**src/include/ddps_pkg.sv**
```systemverilog
/*
  Shared constants for the demultiplexer port sequencer: word sizes, port counts,
  start-up discard counts, buffer sizing and the core clock figures.
  Assumes nothing of its surroundings; every user names items as ddps_pkg::name.
*/
package ddps_pkg;
  // core clock figures
  localparam int CLK_MHZ = 250;
  localparam int CLK_PERIOD_NS = 4;
  // word and port geometry
  localparam int WORD_W = 10;
  localparam int PORT_N = 8;
  localparam int SEL_W = 3;
  localparam logic [2:0] LAST_PORT_1TO8 = 3'h7;
  localparam logic [2:0] LAST_PORT_1TO4 = 3'h3;
  localparam logic [2:0] FIRST_PORT = 3'h0;
  // buffer between capture and sequencer, one skip flag above the word
  localparam int FIFO_DEPTH = 16;
  localparam int FIFO_W = WORD_W + 1;
  localparam int SKIP_BIT = WORD_W;
  // words dropped after a clear, by start condition
  localparam logic [1:0] DISCARD_1TO8_FAST = 2'h2;
  localparam logic [1:0] DISCARD_1TO4_FAST = 2'h1;
  localparam logic [1:0] DISCARD_SLOW = 2'h1;
  // narrow words keep the upper eight bits, the two low bits read as zero
  localparam logic [9:0] NARROW_MASK = 10'h3FC;
  // self-test generator start value and step
  localparam logic [9:0] BIST_SEED = 10'h000;
  localparam logic [9:0] BIST_STEP = 10'h001;
  // pipeline depth of a first-port word, in input words
  localparam int PIPE_1TO8 = 7;
  localparam int PIPE_1TO4 = 3;
  typedef enum logic [0:0] {DDPS_ST_CLEAR, DDPS_ST_RUN} ddps_state_t;
endpackage

```
**src/include/ddps_stream_if.sv**
```systemverilog
/*
  Valid/ready word stream between the capture front end, the buffer and the
  port sequencer. Assumes both ends run on the same core clock.
*/
`timescale 1ns/10ps
interface ddps_stream_if #(
  parameter int W = 11
);
  logic valid;
  logic ready;
  logic [W-1:0] data;
  modport src (output valid, output data, input ready);
  modport snk (input valid, input data, output ready);
endinterface

```
**src/verilog/ddps_fifo.sv**
```systemverilog
/*
  Synchronous word buffer with valid/ready on both sides and a flush.
  Assumes one clock and a synchronous active-high reset.
*/
`timescale 1ns/10ps
module ddps_fifo #(
  parameter int W = 11,
  parameter int DEPTH = 16
) (
  input wire logic clock_i,
  input wire logic rst_i,
  input wire logic flush_i,
  ddps_stream_if.snk push,
  ddps_stream_if.src pop
);
  localparam int AW = $clog2(DEPTH);
  logic [W-1:0] mem_q [DEPTH];
  logic [AW-1:0] wr_q;
  logic [AW-1:0] rd_q;
  logic [AW:0] cnt_q;
  logic do_push;
  logic do_pop;

  // full and empty come straight from the occupancy count
  assign push.ready = (cnt_q != (AW+1)'(DEPTH)) && !flush_i;
  assign pop.valid = (cnt_q != '0);
  assign pop.data = mem_q[rd_q];
  assign do_push = push.valid && push.ready;
  assign do_pop = pop.valid && pop.ready;

  // storage is written without reset, contents are guarded by the count
  always_ff @(posedge clock_i) begin
    if (do_push) begin
      mem_q[wr_q] <= push.data;
    end
  end

  // pointers and count; a flush empties the buffer in one edge
  always_ff @(posedge clock_i) begin
    if (rst_i || flush_i) begin
      wr_q <= '0;
      rd_q <= '0;
      cnt_q <= '0;
    end else begin
      if (do_push) begin
        wr_q <= (wr_q == AW'(DEPTH - 1)) ? '0 : wr_q + AW'(1);
      end
      if (do_pop) begin
        rd_q <= (rd_q == AW'(DEPTH - 1)) ? '0 : rd_q + AW'(1);
      end
      cnt_q <= cnt_q + (AW+1)'(do_push) - (AW+1)'(do_pop);
    end
  end
endmodule

```
**src/verilog/ddps_top.sv**
```systemverilog
/*
  Port sequencer of a 1:4 / 1:8 word demultiplexer. Words from a converter are
  caught on the converter's own strobe, buffered, and distributed over the first four
  or all eight 10-bit output ports; a full set is latched and announced by one strobe.
  Assumes every pin input is asynchronous to clock_i and that the input
  strobe runs well below the core clock, so each edge is seen after two
  synchroniser stages.
*/
`timescale 1ns/10ps
module ddps_top #(
  parameter int WORD_W = 10,
  parameter int PORT_N = 8,
  parameter int FIFO_DEPTH = 16
) (
  input wire logic clock_i,
  input wire logic rst_i,
  input wire logic input_sample_clock_i,
  input wire logic [WORD_W-1:0] word_i,
  input wire logic async_clear_i,
  input wire logic resync_pulse_i,
  input wire logic clock_rate_type_select_i,
  input wire logic split_ratio_select_i,
  input wire logic word_width_select_i,
  input wire logic self_test_n_i,
  input wire logic high_rate_start_i,
  input wire logic drain_hold_i,
  output logic [PORT_N*WORD_W-1:0] port_data_o,
  output logic output_valid_strobe_o,
  output logic [2:0] port_select_o,
  output logic overflow_o
);
  localparam int CTL_N = 7;
  localparam int FW = WORD_W + 1;

  // index of the last active port for the chosen ratio
  function automatic logic [2:0] last_port(input logic ratio_4);
    last_port = ratio_4 ? ddps_pkg::LAST_PORT_1TO4 : ddps_pkg::LAST_PORT_1TO8;
  endfunction

  // words dropped after a clear for the start condition in force
  function automatic logic [1:0] discard_count(input logic fast, input logic ratio_4);
    if (!fast) begin
      discard_count = ddps_pkg::DISCARD_SLOW;
    end else if (ratio_4) begin
      discard_count = ddps_pkg::DISCARD_1TO4_FAST;
    end else begin
      discard_count = ddps_pkg::DISCARD_1TO8_FAST;
    end
  endfunction

  logic [CTL_N-1:0] ctl_s1_q;
  logic [CTL_N-1:0] ctl_s2_q;
  logic clk_s1_q;
  logic clk_s2_q;
  logic clk_s3_q;
  logic [WORD_W-1:0] dat_s1_q;
  logic [WORD_W-1:0] dat_s2_q;
  logic rsy_s3_q;
  logic clear_lvl;
  logic resync_lvl;
  logic rate_full;
  logic ratio_4;
  logic width_10;
  logic bist_on;
  logic fast_start;
  logic rise;
  logic fall;
  logic cap;
  logic resync_edge;
  logic [WORD_W-1:0] bist_q;
  logic [WORD_W-1:0] src_word;
  logic [1:0] disc_q;
  logic ovf_q;
  ddps_pkg::ddps_state_t state_q;
  logic [2:0] sel_q;
  logic [WORD_W-1:0] slot_q [PORT_N];
  logic [PORT_N*WORD_W-1:0] out_q;
  logic stb_q;
  logic pop_now;
  logic set_done;
  logic flush;

  ddps_stream_if #(.W(FW)) cap_if ();
  ddps_stream_if #(.W(FW)) seq_if ();

  // two flip-flops on every control pin level before any logic looks at it; drain_hold_i is used as it comes
  always_ff @(posedge clock_i) begin
    if (rst_i) begin
      ctl_s1_q <= '0;
      ctl_s2_q <= '0;
    end else begin
      ctl_s1_q <= {high_rate_start_i, self_test_n_i, word_width_select_i,
                   split_ratio_select_i, clock_rate_type_select_i,
                   resync_pulse_i, async_clear_i};
      ctl_s2_q <= ctl_s1_q;
    end
  end

  // strobe and data share the same depth so the word lines up with its edge;
  // strobe stages follow the pin through reset, so an idle-high pin is no edge
  always_ff @(posedge clock_i) begin
    clk_s1_q <= input_sample_clock_i;
    clk_s2_q <= clk_s1_q;
    clk_s3_q <= clk_s2_q;
    if (rst_i) begin
      dat_s1_q <= '0;
      dat_s2_q <= '0;
      rsy_s3_q <= 1'b0;
    end else begin
      dat_s1_q <= word_i;
      dat_s2_q <= dat_s1_q;
      rsy_s3_q <= ctl_s2_q[1];
    end
  end

  assign clear_lvl = ctl_s2_q[0];
  assign resync_lvl = ctl_s2_q[1];
  assign rate_full = ctl_s2_q[2];
  assign ratio_4 = ctl_s2_q[3];
  assign width_10 = ctl_s2_q[4];
  assign bist_on = !ctl_s2_q[5];
  assign fast_start = ctl_s2_q[6];

  // words taken on the converter strobe
  assign rise = clk_s2_q && !clk_s3_q;
  assign fall = !clk_s2_q && clk_s3_q;
  // at half rate either edge counts, so phase does not matter; at full rate only rising edges count
  assign cap = rate_full ? rise : (rise || fall);

  // resync acts on its rising edge only
  assign resync_edge = resync_lvl && !rsy_s3_q;

  // pattern generator, held at its seed while the control is high
  always_ff @(posedge clock_i) begin
    if (rst_i || !bist_on) begin
      bist_q <= WORD_W'(ddps_pkg::BIST_SEED);
    end else if (cap) begin
      bist_q <= bist_q + WORD_W'(ddps_pkg::BIST_STEP);
    end
  end

  // narrow words lose two low bits
  always_comb begin
    src_word = bist_on ? bist_q : dat_s2_q;
    if (!width_10) begin
      src_word = src_word & WORD_W'(ddps_pkg::NARROW_MASK);
    end
  end

  // start-up discard counter, loaded for as long as the clear is held
  always_ff @(posedge clock_i) begin
    if (rst_i) begin
      disc_q <= '0;
    end else if (clear_lvl) begin
      // one lost in a slow start
      disc_q <= discard_count(fast_start, ratio_4);
    end else if (cap && cap_if.ready && disc_q != 2'h0) begin
      disc_q <= disc_q - 2'h1;
    end
  end

  // discarded words still travel as skip tokens so the selector steps past them
  assign cap_if.valid = cap && !clear_lvl;
  assign cap_if.data = {disc_q != 2'h0, src_word};

  // a word that finds the buffer full is dropped and reported; sticky until reset or a clear
  always_ff @(posedge clock_i) begin
    if (rst_i || clear_lvl) begin
      ovf_q <= 1'b0;
    end else if (cap_if.valid && !cap_if.ready) begin
      ovf_q <= 1'b1;
    end
  end

  // resync flushes the queue so selection restarts in step with input
  assign flush = clear_lvl || resync_edge;

  ddps_fifo #(.W(FW), .DEPTH(FIFO_DEPTH)) u_fifo (
    .clock_i(clock_i),
    .rst_i(rst_i),
    .flush_i(flush),
    .push(cap_if),
    .pop(seq_if)
  );

  // the sequencer is the only drain; a hold from downstream backs up the buffer
  assign seq_if.ready = (state_q == ddps_pkg::DDPS_ST_RUN) && !drain_hold_i && !flush;
  assign pop_now = seq_if.valid && seq_if.ready;
  assign set_done = pop_now && (sel_q == last_port(ratio_4));

  // clear holds the sequencer while high
  always_ff @(posedge clock_i) begin
    if (rst_i || clear_lvl) begin
      state_q <= ddps_pkg::DDPS_ST_CLEAR;
    end else begin
      case (state_q)
        ddps_pkg::DDPS_ST_CLEAR: state_q <= ddps_pkg::DDPS_ST_RUN;
        ddps_pkg::DDPS_ST_RUN: state_q <= ddps_pkg::DDPS_ST_RUN;
        default: state_q <= ddps_pkg::DDPS_ST_CLEAR;
      endcase
    end
  end

  // port selector; a restart drops the half-built set without touching outputs
  always_ff @(posedge clock_i) begin
    if (rst_i || clear_lvl) begin
      sel_q <= ddps_pkg::FIRST_PORT;
    end else if (resync_edge) begin
      // restart at first port, no update
      sel_q <= ddps_pkg::FIRST_PORT;
    end else if (pop_now) begin
      // step in order, wrap after last
      // first port word waits until last port
      sel_q <= set_done ? ddps_pkg::FIRST_PORT : sel_q + 3'h1;
    end
  end

  // staging slots; skip tokens advance the selector but store nothing
  always_ff @(posedge clock_i) begin
    if (rst_i) begin
      for (int i = 0; i < PORT_N; i++) begin
        slot_q[i] <= '0;
      end
    end else if (pop_now && !seq_if.data[ddps_pkg::SKIP_BIT]) begin
      slot_q[sel_q] <= seq_if.data[WORD_W-1:0];
    end
  end

  // outputs update only at last port
  always_ff @(posedge clock_i) begin
    if (rst_i) begin
      out_q <= '0;
    end else if (set_done) begin
      for (int i = 0; i < PORT_N; i++) begin
        if (i == int'(sel_q)) begin
          out_q[i*WORD_W +: WORD_W] <= seq_if.data[WORD_W-1:0];
        end else if (i < int'(sel_q)) begin
          out_q[i*WORD_W +: WORD_W] <= slot_q[i];
        end
      end
    end
  end

  // one-cycle strobe with each latched set
  always_ff @(posedge clock_i) begin
    if (rst_i) begin
      stb_q <= 1'b0;
    end else begin
      stb_q <= set_done && !clear_lvl && !resync_edge;
    end
  end

  // selector view for debug, one edge behind the selector itself
  always_ff @(posedge clock_i) begin
    if (rst_i) begin
      port_select_o <= ddps_pkg::FIRST_PORT;
    end else begin
      port_select_o <= sel_q;
    end
  end

  assign port_data_o = out_q;
  assign output_valid_strobe_o = stb_q;
  assign overflow_o = ovf_q;
endmodule

```
**config.mk**
```make
export PLATFORM = sky130hd
export DESIGN_NAME = ddps_top
export DESIGN_NICKNAME = d
export VERILOG_FILES = /design/src/include/ddps_pkg.sv /design/src/include/ddps_stream_if.sv /design/src/verilog/ddps_fifo.sv /design/src/verilog/ddps_top.sv
export SDC_FILE = /design/constraint.sdc
export NUM_CORES = 1
export LEC_CHECK = 0
export BUFFER_PORTS_ARGS = -buffer_cell sky130_fd_sc_hd__buf_2
export CORE_UTILIZATION = 65
export CTS_CLUSTER_SIZE = 8
export DETAILED_ROUTE_END_ITERATION = 16
export PLACE_DENSITY_LB_ADDON = 0.08
export REMOVE_ABC_BUFFERS = 1
export SYNTH_ARGS = -nofsm -noshare
export SYNTH_HDL_FRONTEND = slang
export SYNTH_SLANG_ARGS = --single-unit
```
**constraint.sdc**
```tcl
create_clock -name clock_i -period 7.2 [get_ports clock_i]
set_input_delay 0.36 -clock clock_i [delete_from_list [all_inputs] [get_ports clock_i]]
set_output_delay 0.36 -clock clock_i [all_outputs]
set_load 0.005 [all_outputs]
```
# Yosys cells after proc, flatten, opt, wreduce, memory -nomap -nowiden
# Memory sizes are Yosys's and may differ from the RTL's. A register that Yosys moved wholly into a read port is not among the register bits.
# Index checks and enable logic that the tools add are counted.
[totals]
regBits = 92
latchBits = 0
ramBits = 256
rom_bits = 0
output_inout_bits = 85
wordCells = 124
memories = 2
[classes]
n_addsub = 7
n_mul = 0
div = 0
n_lt_le_gt_ge = 7
eq_ne = 11
n_shift = 0
n_mux = 26
n_bitwise = 0
reduce_logical = 51
[mem_list]
columns = ["memory", "words", "width", "read_ports", "rd_ports_with_merged_regs", "write_ports", "line", "text"]
rows = [
  ["u_fifo.mem_q", 16, 11, 1, 1, 1, "ddps_fifo.sv:17", "logic [W-1:0] mem_q [DEPTH];"],
  ["slot_q", 8, 10, 7, 6, 8, "ddps_top.sv:76", "logic [WORD_W-1:0] slot_q [PORT_N];"],
]
[ops]
columns = ["cell", "n"]
rows = [
  ["$mux 10", 4],
  ["$reduce_bool 2->1", 9],
  ["$logic_and 1x1->1", 16],
  ["$mux 4", 4],
  ["$reduce_and 2->1", 8],
  ["$eq 3x3->1 const A", 4],
  ["$add 10x1->10 const B", 1],
  ["$mux 1", 10],
  ["$mux 2", 5],
  ["$reduce_or 10->1", 1],
  ["$logic_not 1->1", 9],
  ["$lt 3x3->1 const A", 3],
  ["$mux 3", 3],
  ["$add 4x1->4 const B", 2],
  ["$eq 4x4->1 const B", 2],
  ["$eq 2x3->1 const A", 2],
  ["$lt 1x3->1 const A", 2],
  ["$lt 2x3->1 const A", 2],
  ["$add 5x1->5", 1],
  ["$logic_or 1x1->1", 5],
  ["$ne 5x5->1 const B", 1],
  ["$reduce_bool 5->1", 1],
  ["$sub 5x1->5", 1],
  ["$add 3x1->3 const B", 1],
  ["5 further kinds", 5],
]

# Depth between registers and ports, before layout
[depth]
depth_word = 12
mapped_depth = 16

# Cells and area by module
# Synthesis repeated with hierarchy kept, for this count alone.
[hier_totals]
cells_unflattened = 1136
area_unflattened_um2 = 15781.4
[by_module_without_submodules]
columns = ["module", "n_inst", "cells_each", "area_each_um2"]
rows = [
  ["ddps_top", 1, 752, 8094.0],
  ["ddps_fifo", 1, 384, 7687.4],
]

# Worst setup path before layout
# OpenSTA, ideal clock, no wires.
[synth_path]
kind = "flip-flop to flip-flop"
start = "reg u_fifo.cnt_q[2]"
end = "reg u_fifo.cnt_q[4]"
setup_ns = 0.126
arrival_time_ns = 2.939
t_required_ns = 7.074
slack_ns = 4.135
path_stages_with_launch = 17
path_buffers = 2
period_less_slack_ns = 3.065
path_cell_list = "dfxtp_1 inv_1 ha_1 nor4b_1 or4_1 buf_2 inv_4 buf_2 ha_1 inv_1 ha_1 inv_1 fa_1 nand2b_1 a21oi_1 o21ai_0 nor3b_1"
[synth_between]
elab_chain_len = 5
word_cells_on_any_way = 7
classes_between = "add/sub (2); eq/ne (1); reduce/logical (4)"
[synth_lines]
columns = ["item", "line", "text"]
rows = [
  ["start, declared", "ddps_fifo.sv:20", "logic [AW:0] cnt_q;"],
  ["start signal, assigned", "ddps_fifo.sv:51", "cnt_q <= cnt_q + (AW+1)'(do_push) - (AW+1)'(do_pop);"],
  ["$ne 5x5->1", "ddps_fifo.sv:25", "assign push.ready = (cnt_q != (AW+1)'(DEPTH)) && !flush_i;"],
  ["$logic_and 1x1->1", "ddps_fifo.sv:25", ""],
  ["$logic_and 1x1->1", "ddps_fifo.sv:28", "assign do_push = push.valid && push.ready;"],
  ["$add 5x1->5", "ddps_fifo.sv:51", ""],
  ["$sub 5x1->5 *", "ddps_fifo.sv:51", ""],
]
# Mark *: on every way between the ends. The rest lies on a longest branch, timed or not.
# A chain may end at the register's enable or synchronous reset.

# Worst setup path in the final report
[layout_path]
start = "reg u_fifo.cnt_q[3]"
end = "reg u_fifo.cnt_q[4]"
# The elaborated chain is that of the path after synthesis.

==> reports/results.ini <==
[power]
power_density_nw_per_um2=292
p_leak_nw=6.39
switchingPower_mw=1.32
ir_drop_mv=0.267
seqPwrFrac_pct=47.1
power_mw=5.41
p_sw_share_pct=24.4
p_comb_share_pct=9.3
intPower_mw=4.08
pwr-share-clk_pct=43.6

[grt]
grt_max_degree=72
grt_pass1_wl_microns=53700
grt_pass1_vias=9976
antenna_found_initial=0
grt_use_total_pct=27.2
grt_remaining_overflow=0

[timing]
tns_ns=0
clock_skew_ns=0.0168
slew_viol_final=0
setup_viol=0
finalHoldViolCount=0
slew_headroom_pct=15.6
timing.final.ws_setup_ns=2.70
finalCritPeriodShare_pct=62.6
clock.fmax_ghz=0.222
final.min_clock_period_ns=4.50
hold_slack_ns=0.00444
worst_pin_slew_ns=1.25
rsz0062_at_grt=no

[drt]
firstDrtPassIters=5
vias=9855
via_per_inst=6.11
ant_nets=0
wl_per_cell_microns=21.1
drcViolationCount=0
drt_iter0_drc=864
wirelength_microns=34100

[placement]
post-place-ws_ns=2.80
io_buffers=105
place_area_sq_um=16800
routabilityCongestion=0.809
place_hpwl_microns=20800

[hold_path]
hold_end=dat_s1_q[9]
whs_path_depth=2
min_path_type=in -> reg
worstHoldStart=word_i[9]

[setup_path]
arrival_ns=4.92
cp.required_ns=7.62
crit_fanout=71
crit_path_end_kind=register
reg2reg_depth=14
critPathLaunchType=register
reg2reg_from=u_fifo.cnt_q[3]
crit_type=reg -> reg
r2r_slack_ns=2.70
r2r_end=u_fifo.cnt_q[4]

[clock_tree]
path_clk_slew_ns=0.05
post_cts_resized=0
clock-sinks=402
numCtsBuffers=56
cts_root_buffer=clkbuf_16
clkLatencyLatePin_ns=0.58
cts_tree=done
cts_buffer_depth=3
cts_hold_buf=7
cts_setup_buffers=0
htree_levels=2

[logic_synthesis]
synthArstFlopShare_pct=0
synth_cells=1169
ys_warn_count=0
yosysTopAreaCell=edfxtp_1
synth_edf_count=246
synth_seq_cells=402
yosys.area.top_type_share_pct=45.5
synth.distinct_cells=57
avgSynthCellArea_sq_um=13.9
ys_seq_area_share_pct=64.7
synth_area_sq_um=16200
synth_ff_type=edfxtp_1
synth_area_leaders=edfxtp_1 46%, dfxtp_1 19%, mux4_2 6.1%

[floorplanning]
start_util_pct=66.6
die_area_sq_um=25600
die_w_microns=160
pin_count=106
core_sq_um=24400
die_h_microns=160
row_count=57

[final_layout]
final_nets=1303
final_cell_mix=246 x edfxtp_1, 154 x dfxtp_1, 105 x buf_2, 99 x nand2_1, 61 x nor3_2
seqCellArea_sq_um=10500
drive_gt1_share_pct=25.2
area_delta_synth_final_pct=14.0
mostFrequentLayoutCell=edfxtp_1
multi_input_area_sq_um=5190
stdcell_area_sq_um=18500
fillers=1502
antennaDiodeCount=0

[status]
status=finished clean

[flow_run]
drv_cap=0

## cell type report
class,instances,share of cell area [%]
clock buffer,84,8.14
tap,324,2.19
clock inverter,4,0.460
sequential,402,56.8
inverter,28,0.581
multi-input combinational,647,28.1
timing repair buffer,125,3.77
## power by group through the flow
stage	Clock, mW	Sequential [mW]	Combinational (mW)
finish	2.36	2.54	0.504
global route	2.47	2.55	0.548
CTS	2.38	2.54	0.503
detailed placement	0	2.59	0.495
global placement	0	2.58	0.483
floorplan	0	2.58	0.332
## through the flow
step | std cells | util (%)
after floorplan | 1077 | -
after global placement | 1517 | 69.0
after detailed placement | 1517 | 69.0
after CTS | 1612 | 75.8
after global routing | 1614 | 75.9
final | 1614 | 75.9
## state kept, by name, indices dropped and copies added, names as in the netlist, 2 cells and up, named ones only
name,count
u_fifo.mem_q,176
port_data_o,80
slot_q,70
bist_q,10
dat_s1_q,10
dat_s2_q,10
ctl_s1_q,7
ctl_s2_q,7
u_fifo.cnt_q,5
u_fifo.rd_q,4
u_fifo.wr_q,4
port_select_o,3
sel_q,3
disc_q,2
## synthesized netlist by cell type, drive strengths merged, types with 2 or more instances
library cell and count:
ha 21, mux4 44, mux2i 26, and3 23, o21ai 12, a21oi 58
and4 4, xor2 5, dfxtp 156, nor2 26, mux2 7, clkbuf 43
nand2 99, a31oi 13, inv 26, nand4 47, nand2b 5, or2 2
nor3 76, o22ai 10, a22oi 10, nor4 5, o31ai 42, or4 3
nor2b 41, a21o 2, edfxtp 246, or3 5, clkinv 2, buf 49
and2 6, a311oi 12, xnor2 5, a31o 10, nand3 14, o41ai 4
## routing by layer
layer,track usage (%),wire length (microns),part of all wire (%),up-vias
met5,0,0,0,-
met4,12.0,1260,3.7,0
met3,4.94,1990,5.8,85
met2,45.8,17100,50,373
met1,34.6,13700,40,4790
li1,-,-,-,4607
## cells by family (layout without fill, tap and decap cells)
logic type	after synthesis	in the layout	synth area share, %
flip-flops	402	402	64.7
AND/OR/NAND/NOR	359	359	13.7
AO/OA/AOI/OAI	179	179	7.58
buffers and inverters	120	241	3.53
multiplexers	77	77	8.19
adder cells (fa/ha/maj)	22	22	1.74
XOR/XNOR	10	10	0.540
## worst max-delay path: stages (launching register included)
cell,delay [ns]
dfxtp_1,0.35
inv_1,0.07
ha_1,0.21
nor4b_1,0.14
or4_2,1.14
inv_4,0.77
ha_1,0.36
inv_1,0.06
ha_1,0.15
inv_1,0.06
fa_1,0.40
nand2b_1,0.16
a21oi_1,0.17
o21ai_0,0.09
nor3b_1,0.15
## worst max path at each step
stage,start,end,slack (ns)
floorplan,register,slot_q[0][0],-1.88
global placement,u_fifo.cnt_q[2],u_fifo.cnt_q[4],2.87
detailed placement,u_fifo.cnt_q[3],u_fifo.cnt_q[4],2.80
CTS,u_fifo.cnt_q[3],u_fifo.cnt_q[4],2.75
global route,u_fifo.cnt_q[2],u_fifo.cnt_q[4],2.44
finish,u_fifo.cnt_q[3],u_fifo.cnt_q[4],2.70
No activity file was read; power rests on OpenSTA's default activity.
